--- config.mk ---
export PLATFORM = sky130hd
export DESIGN_NAME = adc_conversion_sequencer
export DESIGN_NICKNAME = d
export VERILOG_FILES = /design/src/rtl/adc_seq_pkg.sv /design/src/rtl/adc_conversion_sequencer.sv /design/src/rtl/adc_prescaler.sv /design/src/rtl/adc_result_lock.sv
export SDC_FILE = /design/constraint.sdc
export NUM_CORES = 1
export LEC_CHECK = 0
export BUFFER_PORTS_ARGS = -buffer_cell sky130_fd_sc_hd__buf_2
export CORE_UTILIZATION = 49
export CTS_CLUSTER_SIZE = 14
export DETAILED_ROUTE_END_ITERATION = 8
export PLACE_DENSITY_LB_ADDON = 0.15
export SLEW_MARGIN = 20
export SYNTH_ARGS = -nofsm -noshare
export SYNTH_HDL_FRONTEND = slang
export SYNTH_SLANG_ARGS = --single-unit
--- constraint.sdc ---
create_clock -name i_clk -period 1.4 [get_ports i_clk]
set_input_delay 0.21 -clock i_clk [delete_from_list [all_inputs] [get_ports i_clk]]
set_output_delay 0.21 -clock i_clk [all_outputs]
set_load 0.005 [all_outputs]
--- src/rtl/adc_seq_pkg.sv ---
// Function
// - Reading the result low byte blocks converter writes to both result bytes.
// - While blocked, a finished conversion leaves both bytes unchanged; result discarded.
// - Reading the result high byte re-enables converter writes to both bytes.
// - Completion flag still sets when a result is discarded by the block.
// - Start needs power-reduce clear and start bit 1; bit held until completion.
// - Channel change during a conversion does not affect that conversion.
// - Auto-trigger rising edge resets the prescaler and starts a conversion.
// - Trigger still high at completion, or edges during conversion, start nothing.
// - Trigger flags set regardless of enables; software clears them before next trigger.
// - Completion flag as trigger gives free running; first start by start bit.
// - Start bit starts a conversion under auto trigger; reads 1 during any conversion.
// - Prescaler counts while converter enabled, held in reset while disabled.
// - Software start begins on the next prescaled converter clock rising edge.
// - Normal conversion lasts 13 converter clocks, first after enable 25.
// - Sample-and-hold at 1.5 cycles normally, 13.5 cycles for the first conversion.
// - Completion writes result, sets flag, clears start bit in single mode.
// - Auto-triggered sample at 2 converter clocks after edge; conversion 13.5 cycles.
// - Free running restarts immediately after completion with start bit still set.
// - Selection buffer copies until start, freezes, resumes in last converter cycle.
// - Free-running channel change after first completion affects the conversion after next.
// - Selections are not applied to the converter until the enable bit is set.
// - Result right adjusted by default, left adjusted when left-adjust is set.
package adc_seq_pkg;
  localparam int RES_W = 10;
  localparam int CH_W = 4;
  localparam int REF_W = 2;
  localparam int PS_W = 3;
  localparam int TS_W = 3;
  localparam int PRESC_W = 8;
  // Converter clock cycles, counted in half cycles
  localparam logic [5:0] HALF_NORMAL = 6'h1a;   // 13 cycles
  localparam logic [5:0] HALF_FIRST = 6'h32;    // 25 cycles
  localparam logic [5:0] HALF_AUTO = 6'h1b;     // 13.5 cycles
  localparam logic [5:0] SH_NORMAL = 6'h03;     // 1.5 cycles
  localparam logic [5:0] SH_FIRST = 6'h1b;      // 13.5 cycles
  localparam logic [5:0] SH_AUTO = 6'h04;       // 2 cycles
  localparam logic [2:0] TS_FREE_RUN = 3'h0;    // Completion flag as trigger
  localparam logic [PS_W-1:0] PS_RESET = 3'h0;
  typedef struct packed {
    logic [REF_W-1:0] ref_sel;
    logic [CH_W-1:0] chan;
  } sel_t;
  typedef struct packed {
    logic [7:0] low_byte;
    logic [7:0] high_byte;
  } result_t;
endpackage

--- src/rtl/adc_conversion_sequencer.sv ---
`timescale 1ns/1ps
module adc_conversion_sequencer (
  input wire logic i_clk,
  input wire logic i_resetn,
  input wire logic i_converter_enable,
  input wire logic i_converter_power_reduce,
  input wire logic i_start_write,
  input wire logic i_auto_trigger_enable,
  input wire logic [adc_seq_pkg::TS_W-1:0] i_trigger_source_select,
  input wire logic [7:0] i_trigger_sources,
  input wire logic [adc_seq_pkg::PS_W-1:0] i_prescaler_select,
  input wire adc_seq_pkg::sel_t i_input_selection,
  input wire logic i_left_adjust_result,
  input wire logic i_rd_low,
  input wire logic i_rd_high,
  input wire logic i_done_flag_clear,
  input wire logic [adc_seq_pkg::RES_W-1:0] i_sar_result,
  output logic o_conversion_start_bit,
  output logic o_conversion_done_flag,
  output adc_seq_pkg::result_t o_result,
  output logic o_result_locked,
  output adc_seq_pkg::sel_t o_applied_selection,
  output logic o_sample_hold,
  output logic o_converter_clock
);
  typedef enum logic [2:0] {
    ST_IDLE = 3'b001,
    ST_WAIT = 3'b010,
    ST_CONV = 3'b100
  } state_t;
  state_t state_q;
  logic rst_s1_q;
  logic rst_n;
  logic rise;
  logic fall;
  logic trig_edge;
  logic trig_prev_q;
  logic first_q;
  logic auto_q;
  logic [5:0] half_q;
  logic [5:0] len;
  logic [5:0] sh_at;
  logic done;
  logic locked;
  logic sw_start;
  logic free_run;
  logic trig_s1_q;
  logic trig_s2_q;
  logic trig_start;
  // Reset release through two flops
  always_ff @(posedge i_clk or negedge i_resetn)
  begin
    if (!i_resetn)
    begin
      rst_s1_q <= 1'b0;
      rst_n <= 1'b0;
    end
    else
    begin
      rst_s1_q <= 1'b1;
      rst_n <= rst_s1_q;
    end
  end
  // Trigger lines come from other logic, still synchronised as the pins
  always_ff @(posedge i_clk or negedge rst_n)
  begin
    if (!rst_n)
    begin
      trig_s1_q <= 1'b0;
      trig_s2_q <= 1'b0;
      trig_prev_q <= 1'b0;
    end
    else
    begin
      trig_s1_q <= i_trigger_sources[i_trigger_source_select];
      trig_s2_q <= trig_s1_q;
      trig_prev_q <= trig_s2_q;
    end
  end
  assign free_run = i_auto_trigger_enable && (i_trigger_source_select == adc_seq_pkg::TS_FREE_RUN);
  // Level still high at completion gives no edge, so no restart
  assign trig_edge = trig_s2_q && !trig_prev_q;
  assign trig_start = i_auto_trigger_enable && !free_run && trig_edge &&
                      (state_q == ST_IDLE) && i_converter_enable;
  assign sw_start = i_start_write && !i_converter_power_reduce && i_converter_enable;
  assign done = (state_q == ST_CONV) && (half_q == len - 6'h01) && (rise || fall);
  assign len = first_q ? adc_seq_pkg::HALF_FIRST :
               (auto_q ? adc_seq_pkg::HALF_AUTO : adc_seq_pkg::HALF_NORMAL);
  assign sh_at = first_q ? adc_seq_pkg::SH_FIRST :
                 (auto_q ? adc_seq_pkg::SH_AUTO : adc_seq_pkg::SH_NORMAL);

  adc_prescaler u_presc (
    .i_clk(i_clk),
    .i_rst_n(rst_n),
    .i_enable(i_converter_enable),
    .i_restart(trig_start),
    .i_sel(i_prescaler_select),
    .o_rise(rise),
    .o_fall(fall)
  );

  // Conversion state; edges during a conversion are not looked at
  always_ff @(posedge i_clk or negedge rst_n)
  begin
    if (!rst_n)
      state_q <= ST_IDLE;
    else if (!i_converter_enable)
      state_q <= ST_IDLE;
    else
      case (state_q)
        ST_IDLE:
        begin
          if (trig_start)
            state_q <= ST_CONV;
          else if (sw_start)
            state_q <= ST_WAIT;
        end
        ST_WAIT:
          if (rise)
            state_q <= ST_CONV;
        ST_CONV:
          if (done && !free_run)
            state_q <= ST_IDLE;
        default:
          state_q <= ST_IDLE;
      endcase
  end
  // Half-cycle counter inside a conversion; free running restarts at zero
  always_ff @(posedge i_clk or negedge rst_n)
  begin
    if (!rst_n)
      half_q <= '0;
    else if (state_q != ST_CONV || done)
      half_q <= '0;
    else if (rise || fall)
      half_q <= half_q + 6'h01;
  end
  // First conversion after enable takes the long path
  always_ff @(posedge i_clk or negedge rst_n)
  begin
    if (!rst_n)
      first_q <= 1'b1;
    else if (!i_converter_enable)
      first_q <= 1'b1;
    else if (done)
      first_q <= 1'b0;
  end
  always_ff @(posedge i_clk or negedge rst_n)
  begin
    if (!rst_n)
      auto_q <= 1'b0;
    else if (trig_start)
      auto_q <= 1'b1;
    else if (state_q == ST_WAIT || done)
      auto_q <= 1'b0;
  end
  // Start bit high for any conversion in flight
  always_ff @(posedge i_clk or negedge rst_n)
  begin
    if (!rst_n)
      o_conversion_start_bit <= 1'b0;
    else if (!i_converter_enable)
      o_conversion_start_bit <= 1'b0;
    // A write while busy must not survive the completion clear, or the bit would stick
    else if ((sw_start && state_q == ST_IDLE) || trig_start)
      o_conversion_start_bit <= 1'b1;
    else if (done && !free_run)
      o_conversion_start_bit <= 1'b0;
  end
  // Set wins over clear; also set when result discarded
  always_ff @(posedge i_clk or negedge rst_n)
  begin
    if (!rst_n)
      o_conversion_done_flag <= 1'b0;
    else if (done)
      o_conversion_done_flag <= 1'b1;
    else if (i_done_flag_clear)
      o_conversion_done_flag <= 1'b0;
  end
  // Selection buffer: tracks while enabled and not converting, or in the last cycle; frozen otherwise
  always_ff @(posedge i_clk or negedge rst_n)
  begin
    if (!rst_n)
      o_applied_selection <= '0;
    else if (!i_converter_enable)
      o_applied_selection <= o_applied_selection;
    else if (state_q != ST_CONV || half_q >= len - 6'h02)
      o_applied_selection <= i_input_selection;
  end
  always_ff @(posedge i_clk or negedge rst_n)
  begin
    if (!rst_n)
      o_sample_hold <= 1'b0;
    else
      o_sample_hold <= (state_q == ST_CONV) && (half_q == sh_at) && (rise || fall);
  end
  always_ff @(posedge i_clk or negedge rst_n)
  begin
    if (!rst_n)
      o_converter_clock <= 1'b0;
    else if (rise)
      o_converter_clock <= 1'b1;
    else if (fall || !i_converter_enable)
      o_converter_clock <= 1'b0;
  end

  adc_result_lock u_res (
    .i_clk(i_clk),
    .i_rst_n(rst_n),
    .i_done(done),
    .i_result(i_sar_result),
    .i_left_adjust(i_left_adjust_result),
    .i_rd_low(i_rd_low),
    .i_rd_high(i_rd_high),
    .o_result(o_result),
    .o_locked(locked)
  );
  always_ff @(posedge i_clk or negedge rst_n)
  begin
    if (!rst_n)
      o_result_locked <= 1'b0;
    else
      o_result_locked <= locked;
  end

  a_start_bit_hold: assert property (@(posedge i_clk) disable iff (!rst_n)
    (state_q == ST_CONV) |-> o_conversion_start_bit)
    else $error("start bit low during conversion");
  a_done_sets_flag: assert property (@(posedge i_clk) disable iff (!rst_n)
    done |=> o_conversion_done_flag)
    else $error("done flag not set");
  a_lock_keeps: assert property (@(posedge i_clk) disable iff (!rst_n)
    (locked && !i_rd_high) |=> $stable(o_result))
    else $error("result changed while locked");
  a_read_low_lock: assert property (@(posedge i_clk) disable iff (!rst_n)
    (i_rd_low && !i_rd_high) |=> locked)
    else $error("low read did not lock");
  a_read_high_free: assert property (@(posedge i_clk) disable iff (!rst_n)
    i_rd_high |=> !locked)
    else $error("high read did not unlock");
  a_presc_held: assert property (@(posedge i_clk) disable iff (!rst_n)
    !i_converter_enable |-> !rise && !fall)
    else $error("prescaler ran while disabled");
  a_single_clears: assert property (@(posedge i_clk) disable iff (!rst_n)
    (done && !free_run && !sw_start) |=> !o_conversion_start_bit)
    else $error("start bit not cleared");
  a_wait_rise: assert property (@(posedge i_clk) disable iff (!rst_n)
    (state_q == ST_WAIT && rise && i_converter_enable) |=> state_q == ST_CONV)
    else $error("no start on converter edge");
  a_free_run: assert property (@(posedge i_clk) disable iff (!rst_n)
    (done && free_run && i_converter_enable) |=> state_q == ST_CONV && o_conversion_start_bit)
    else $error("free running stopped");
  a_sel_frozen: assert property (@(posedge i_clk) disable iff (!rst_n)
    (state_q == ST_CONV && half_q < len - 6'h02 && $past(state_q) == ST_CONV)
      |=> $stable(o_applied_selection) || $past(done))
    else $error("selection changed mid conversion");
  c_single: cover property (@(posedge i_clk) disable iff (!rst_n) done && !auto_q);
  c_auto: cover property (@(posedge i_clk) disable iff (!rst_n) done && auto_q);
  c_discard: cover property (@(posedge i_clk) disable iff (!rst_n) done && locked);
endmodule // adc_conversion_sequencer

--- src/rtl/adc_prescaler.sv ---
`timescale 1ns/1ps
// Power-of-two divider, produces one-cycle pulses on converter clock edges
module adc_prescaler #(
  parameter int W = adc_seq_pkg::PRESC_W
) (
  input wire logic i_clk,
  input wire logic i_rst_n,
  input wire logic i_enable,
  input wire logic i_restart,
  input wire logic [adc_seq_pkg::PS_W-1:0] i_sel,
  output logic o_rise,
  output logic o_fall
);
  logic [W-1:0] cnt_q;
  logic [W-1:0] half_mask;
  // Ratio 2^(sel) with sel 0 treated as sel 1 (ratio 2); top bit of window marks the half
  always_comb
  begin
    half_mask = W'(1) << ((i_sel == 3'h0) ? 3'h0 : (i_sel - 3'h1));
  end
  always_ff @(posedge i_clk or negedge i_rst_n)
  begin
    if (!i_rst_n)
      cnt_q <= '0;
    else if (!i_enable || i_restart)
      cnt_q <= '0;
    else
      cnt_q <= cnt_q + W'(1);
  end
  // Edge pulses from the selected bit toggling
  logic [W-1:0] nxt;
  always_comb
  begin
    nxt = cnt_q + W'(1);
    o_rise = i_enable && !i_restart && ((nxt & ((half_mask << 1) - W'(1))) == '0);
    o_fall = i_enable && !i_restart && ((nxt & ((half_mask << 1) - W'(1))) == half_mask);
  end
endmodule // adc_prescaler

--- src/rtl/adc_result_lock.sv ---
`timescale 1ns/1ps
// Result byte pair with read-low lock
module adc_result_lock (
  input wire logic i_clk,
  input wire logic i_rst_n,
  input wire logic i_done,
  input wire logic [adc_seq_pkg::RES_W-1:0] i_result,
  input wire logic i_left_adjust,
  input wire logic i_rd_low,
  input wire logic i_rd_high,
  output adc_seq_pkg::result_t o_result,
  output logic o_locked
);
  logic [15:0] fmt;
  // Placement of the ten bits in the sixteen
  always_comb
  begin
    if (i_left_adjust)
      fmt = {i_result, 6'h00};
    else
      fmt = {6'h00, i_result};
  end
  always_ff @(posedge i_clk or negedge i_rst_n)
  begin
    if (!i_rst_n)
      o_locked <= 1'b0;
    else if (i_rd_high)
      o_locked <= 1'b0;
    else if (i_rd_low)
      o_locked <= 1'b1;
  end
  // Blocked writes drop the whole result so bytes stay paired
  always_ff @(posedge i_clk or negedge i_rst_n)
  begin
    if (!i_rst_n)
      o_result <= '0;
    else if (i_done && !o_locked)
    begin
      o_result.low_byte <= fmt[7:0];
      o_result.high_byte <= fmt[15:8];
    end
  end
endmodule // adc_result_lock

==> Yosys cells after proc, flatten, opt, wreduce, memory -nomap -nowiden <==
Index checks and enable logic that the tools add are counted.
{ "totals": {"output_inout_bits": 27, "input_bits": 40, "elab_cells": 113, "regBits": 52} }
{ "op_classes": {"n_addsub": 6, "n_lt_le_gt_ge": 2, "bitwise": 1, "muxes": 30, "reduce_logical": 41, "n_eq_ne": 12, "n_shift": 1} }
{ "ops": {"columns": ["op", "n"], "rows": [
  ["$mux 3", 7],
  ["$logic_and 1x1->1", 18],
  ["$mux 6", 3],
  ["$mux 16", 1],
  ["$mux 1", 15],
  ["$reduce_bool 2->1", 5],
  ["$pmux 3 s3", 1],
  ["$add 8x1->8 const B", 1],
  ["$and 8x8->8", 1],
  ["$eq 8x8->1", 1],
  ["$logic_not 8->1", 1],
  ["$mux 8", 1],
  ["$shl 1x3->8 const A", 1],
  ["$sub 8x1->8 const B", 1],
  ["$logic_or 1x1->1", 7],
  ["$add 6x1->6 const B", 1],
  ["$eq 6x5->1", 1],
  ["$eq 6x6->1", 1],
  ["$ge 6x6->1", 1],
  ["$logic_not 1->1", 6],
  ["$logic_not 3->1", 2],
  ["$ne 3x3->1 const B", 2],
  ["$sub 6x1->6 const B", 1],
  ["$sub 6x2->6 const B", 1],
  ["other kinds (13)", 13]
]} }

==> Longest topological paths before layout <==
{ "depth": {"ltp_word": 16, "depth_mapped": 18, "mapped_depth_nobuf": 15} }

==> Hierarchy <==
A second synthesis with hierarchy kept.
{ "hier_totals": {"cells_unflattened": 286, "hier_area_um2": 3009.1} }
{ "by_module_without_submodules": {"columns": ["mod", "area_each_um2", "cells_per_inst", "seq_area_each_um2", "n_inst"], "rows": [
  ["adc_conversion_sequencer", 1330.0, 109, 678.2, 1],
  ["adc_prescaler", 874.6, 115, 200.2, 1],
  ["adc_result_lock", 804.5, 62, 425.4, 1]
]} }

==> Worst setup path after synthesis <==
No wires, ideal clock.
{ "synth_timing": {"kind": "input-to-reg", "startpoint": "input port i_prescaler_select[1] in the netlist's numbering", "endpoint": "register, netlist name u_res.o_result[0]", "t_arrival_ps": 3844, "path_buffers": 4, "path_stages": 15, "slack_ps": -2569, "setup_time_ps": 125, "t_required_ps": 1275, "cell_sequence": "buf_4 or2_2 ha_1 clkbuf_1 inv_1 buf_2 nand3_1 ha_1 o31ai_1 or4_1 or4b_4 o21ba_4 nor3_4 buf_8 mux2_4"} }
{ "synth_via": {"elab_chain_cells": 10, "word_cells_on_any_way": 13, "classes_between": "add/sub (2); eq/ne (1); shift (1); mux (1); bitwise (1); reduce/logical (7)"} }
{ "synth_rtl": {"columns": ["element", "line_no", "text"], "rows": [
  ["start: declaration", "adc_conversion_sequencer.sv:11", "input wire logic [adc_seq_pkg::PS_W-1:0] i_prescaler_select,"],
  ["$sub 3x1->3 or $logic_not 3->1 (tied branches)", "adc_prescaler.sv:19", "half_mask = W'(1) << ((i_sel == 3'h0) ? 3'h0 : (i_sel - 3'h1));"],
  ["$mux 3 *", "adc_prescaler.sv:19", null],
  ["$shl 1x3->8 *", "adc_prescaler.sv:19", null],
  ["$sub 8x1->8", "adc_prescaler.sv:35, adc_prescaler.sv:36", null],
  ["$and 8x8->8", "adc_prescaler.sv:35, adc_prescaler.sv:36", null],
  ["$eq 8x8->1 or $logic_not 8->1 (tied branches)", "adc_prescaler.sv:36, adc_prescaler.sv:35", null],
  ["$logic_and 1x1->1 (on tied branches)", "adc_prescaler.sv:36, adc_prescaler.sv:35", null],
  ["$logic_or 1x1->1 *", "adc_conversion_sequencer.sv:86", "assign done = (state_q == ST_CONV) && (half_q == len - 6'h01) && (rise || fall);"],
  ["$logic_and 1x1->1 *", "adc_conversion_sequencer.sv:86", null],
  ["$logic_and 1x1->1 *", "adc_result_lock.sv:37", "else if (i_done && !o_locked)"]
]} }
Mark *: on every way between the ends. The rest lies on a longest branch, timed or not.
A chain may end at the register's enable or synchronous reset.

==> Final worst setup path <==
{ "layout_timing": {"startpoint": "input port i_prescaler_select[1] in the netlist's numbering", "endpoint": "register, netlist name u_res.o_result[0]"} }
{ "layout_via": {"elab_chain_cells": 10, "word_cells_on_any_way": 13, "classes_between": "add/sub (2); eq/ne (1); shift (1); mux (1); bitwise (1); reduce/logical (7)"} }
{ "layout_rtl": {"columns": ["element", "line_no"], "rows": [
  ["$sub 3x1->3 or $logic_not 3->1 (tied branches)", "adc_prescaler.sv:19"],
  ["$mux 3 *", "adc_prescaler.sv:19"],
  ["$shl 1x3->8 *", "adc_prescaler.sv:19"],
  ["$sub 8x1->8", "adc_prescaler.sv:35, adc_prescaler.sv:36"],
  ["$and 8x8->8", "adc_prescaler.sv:35, adc_prescaler.sv:36"],
  ["$eq 8x8->1 or $logic_not 8->1 (tied branches)", "adc_prescaler.sv:36, adc_prescaler.sv:35"],
  ["$logic_and 1x1->1 (on tied branches)", "adc_prescaler.sv:36, adc_prescaler.sv:35"],
  ["$logic_or 1x1->1 *", "adc_conversion_sequencer.sv:86"],
  ["$logic_and 1x1->1 *", "adc_conversion_sequencer.sv:86"],
  ["$logic_and 1x1->1 *", "adc_result_lock.sv:37"]
]} }
Marked as above.

==> impl_metrics.json <==
{
  "run_status": "complete, but fails checks",
  "violations": "negative setup slack",
  "yosys_warnings": 0,
  "crit_type": "in2reg",
  "layout-area-overhead-vs-synth_pct": 52.2,
  "io_buffers": 66,
  "worst_hold_path.num_cells": 2,
  "routedWlPerCell_um": 15.6,
  "fin_crit_ns": 3.14,
  "initial_antenna_violation_count": 0,
  "detailedPlacementHpwl_mm": 5.75,
  "path_clk_slew_ns": 0.10,
  "pre_cts_ws_ns": -2.16,
  "syn_area_sq_mm": 0.00303,
  "power-per-cell-area_mw_per_mm2": 728,
  "first_pass_grt_wire_length_mm": 13.1,
  "dr.first_iter.drc_count": 142,
  "route.detailed.vias_per_inst": 5.48,
  "drt_pre_antenna_iters": 4,
  "max_freq_mhz": 319,
  "timing.critical_path.to_type": "flip-flop",
  "yosys.area_share.simple_pct": 21.6,
  "nets_in_the_synthesized_netlist": 349,
  "vias_in_the_first_global_route": 2938,
  "worstHoldPathType": "in2reg",
  "maximum_number_of_pins_on_one_net_before_global_route_repair": 22,
  "grt_usage_pct": 26.3,
  "worstPathArrival_ns": 3.34,
  "global_route.peak_usage_layer": "met2",
  "max-vdd-ir-drop_mv": 0.503,
  "drive_gt1_share_pct": 53.9,
  "rsz0062_at_grt": "true",
  "fin_area_sq_mm": 0.00461,
  "final.hold.worst_slack_ns": 0.0402,
  "num-fill-cells": 394,
  "globalRouteMet3Util_pct": 3.75,
  "total_vias_in_the_final_route": 2911,
  "clock_tree_from_tritoncts": "yes",
  "wirelength_mm": 8.29,
  "synth_adder_area_share_pct": 3.30,
  "drt_drc_violations_left": 0,
  "yosys.area_share.xor_xnor_pct": 2.02,
  "tritoncts.num_buffers": 5,
  "start_util_pct": 50.9,
  "detailed_place.area_sq_mm": 0.00419,
  "count_of_cells_along_the_worst_register_to_register_path": 11,
  "synth.avg_cell_area_sq_um": 10.1,
  "critPathLaunchType": "input pin",
  "final.setup_skew_ns": 0.00766,
  "synth_top_family_by_area": "simple AND/OR/NAND/NOR gates",
  "post-place-cells": 512,
  "clockBufferDepth": 2,
  "syn-instance-count": 301,
  "die-area_sq_mm": 0.00650,
  "final-instance-count-excl-fill": 531,
  "critPathMaxFanout": 7,
  "grt_remaining_overflow": 0,
  "ys_seq_area_share_pct": 43.0,
  "worst_slack_ns": -1.74,
  "fin_crit_sh_pct": 224,
  "grtUsageMet2_pct": 45.0,
  "number_of_enable_type_register_cells_in_the_synthesized_netlist": 0,
  "antenna_violating_nets_post_route": 0,
  "leakage_nw": 2.16,
  "synthArstFlopShare_pct": 100,
  "finalNetCount": 503,
  "mux_share_of_post_synthesis_cell_area_pct": 12.8,
  "synth_flop_cell": "sky130_fd_sc_hd__dfrtp_1",
  "synth_area_in_compound_gates_pct": 12.8,
  "worst_ep_required_time_ns": 1.60,
  "htreeDepth": 2,
  "fp.coreArea_sq_mm": 0.00596,
  "antenna_cells_inserted": 0,
  "die_x_um": 80.6,
  "root_buffer": "sky130_fd_sc_hd__clkbuf_8",
  "row_count": 28,
  "cap_viol_max_count": 0,
  "gr-usage-met1_pct": 33.2,
  "dieHeight_um": 80.6,
  "hold_violations": 0,
  "synth.distinct_cells": 60,
  "timing.final.max_slew_violations": 0,
  "finalSetupViolations": 45,
  "postSynthRegisterBits": 52,
  "clkLatencyLatePin_ns": 0.31,
  "gp_routability_congestion": 0.903,
  "tritoncts_num_sinks": 52,
  "pin_count": 67
}
## cell type report
type	count	area [sq um]	area share (%)
sequential	52	1310	28.3
timing repair buffer	159	1150	25.0
clock buffer	5	68.8	1.49
clock inverter	3	27.5	0.597
multi-input combinational	221	1900	41.2
inverter	16	60.1	1.30
tap	75	93.8	2.03
## cell usage in the layout (no fill, tap or decap), drive strengths merged, types with 5 or more instances in the layout
cell,instances
nor2,22
o31ai,6
dfrtp,50
nor2b,9
mux2i,8
buf,158
clkbuf,5
inv,17
a21oi,12
nand2b,5
mux2,22
and2,5
nand3,11
o21ai,14
nand2,24
nor3,9
xnor2,5
ha,8
## cells by family (layout without fill, tap and decap cells)
family,count (synthesis),after routing
and+or+nand+nor,116,116
AOI/OAI and AO/OA,57,57
DFF,52,52
muxes,32,32
buffers and inverters,28,183
adders and majority gates,8,8
xor gates and xnor gates,7,7
other,1,1
## critical path, stage by stage
cell	delay [ns]
sky130_fd_sc_hd__buf_6	0.09
sky130_fd_sc_hd__or2_4	0.24
sky130_fd_sc_hd__inv_2	0.06
sky130_fd_sc_hd__ha_4	0.12
sky130_fd_sc_hd__nor2b_4	0.13
sky130_fd_sc_hd__a22o_1	0.16
sky130_fd_sc_hd__nand2_2	0.08
sky130_fd_sc_hd__ha_4	0.27
sky130_fd_sc_hd__o31ai_2	0.06
sky130_fd_sc_hd__or4_1	0.50
sky130_fd_sc_hd__or4b_4	0.50
sky130_fd_sc_hd__o21ba_4	0.23
sky130_fd_sc_hd__nor3_4	0.11
sky130_fd_sc_hd__buf_6	0.15
sky130_fd_sc_hd__buf_16	0.13
sky130_fd_sc_hd__mux2_4	0.30
## registers in the layout, indices dropped and copies added, names as in the netlist
register / count
trig_prev_q: 1
state_q: 3
o_conversion_start_bit: 1
o_converter_clock: 1
u_presc.cnt_q: 8
o_sample_hold: 1
o_result_locked: 1
trig_s2_q: 1
half_q: 6
u_res.o_result: 16
trig_s1_q: 1
o_applied_selection: 6
auto_q: 1
rst_s1_q: 1
u_res.o_locked: 1
first_q: 1
rst_n: 1
o_conversion_done_flag: 1
## where the power goes
group | internal (W) | switching, W | total (W)
combinational | 0.000446 | 0.000361 | 0.000808
sequential | 0.00157 | 0.0000533 | 0.00163
clock | 0.000368 | 0.000555 | 0.000923
total | 0.00239 | 0.000969 | 0.00336
## metrics by stage
stage	total power (W)	setup TNS (ns)	util, %
2_1_floorplan	0.00204	-68.18	-
3_3_place_gp	0.00234	-65.87	70.4
3_5_place_dp	0.00236	-67.27	70.4
4_1_cts	0.00333	-55.07	75.5
5_1_grt	0.00351	-57.71	77.4
6_report	0.00336	-54.29	77.4
## synth_stat cells (6+ instances only)
| cell | count | share of area, % |
|---|---|---|
| sky130_fd_sc_hd__mux2i_1 | 8 | 2.6 |
| sky130_fd_sc_hd__clkbuf_1 | 6 | 0.74 |
| sky130_fd_sc_hd__ha_1 | 8 | 3.3 |
| sky130_fd_sc_hd__nand3_1 | 10 | 1.7 |
| sky130_fd_sc_hd__nor2b_1 | 9 | 1.9 |
| sky130_fd_sc_hd__a21oi_1 | 12 | 2.0 |
| sky130_fd_sc_hd__dfrtp_1 | 50 | 41 |
| sky130_fd_sc_hd__mux2_2 | 18 | 6.7 |
| sky130_fd_sc_hd__nor3_1 | 7 | 1.2 |
| sky130_fd_sc_hd__o21ai_0 | 13 | 2.1 |
| sky130_fd_sc_hd__nor2_1 | 22 | 2.7 |
| sky130_fd_sc_hd__nand2_1 | 24 | 3.0 |
| sky130_fd_sc_hd__inv_1 | 16 | 2.0 |
## routing by layer
metal / wire [um] / part of all wire (%)
met1: 3660 / 44
met2: 4030 / 49
met3: 458 / 5.5
met4: 141 / 1.7
met5: 0 / 0
## repair_timing
action / in CTS / in global routing
hold buffers: 1 / 0
pin swaps: 24 / 8
gates cloned: 1 / 0
setup buffers: 6 / 5
resized for setup: 30 / 20
setup endpoints to repair: 45 / 45
hold endpoints to repair: 2 / 0
## final timing paths
path	start	to	slack, ns
setup / recovery	i_prescaler_select[1]	u_res.o_result[0]	-1.74
hold / removal	i_rd_high	u_res.o_locked	0.04
setup reg to reg	u_presc.cnt_q[0]	u_res.o_result[0]	-1.73
hold reg to reg	rst_n	half_q[2]	0.21
max in group asynchronous	rst_n	first_q	0.68
min in group asynchronous	i_resetn	rst_s1_q	0.21
(Power assumes the default switching activity.)
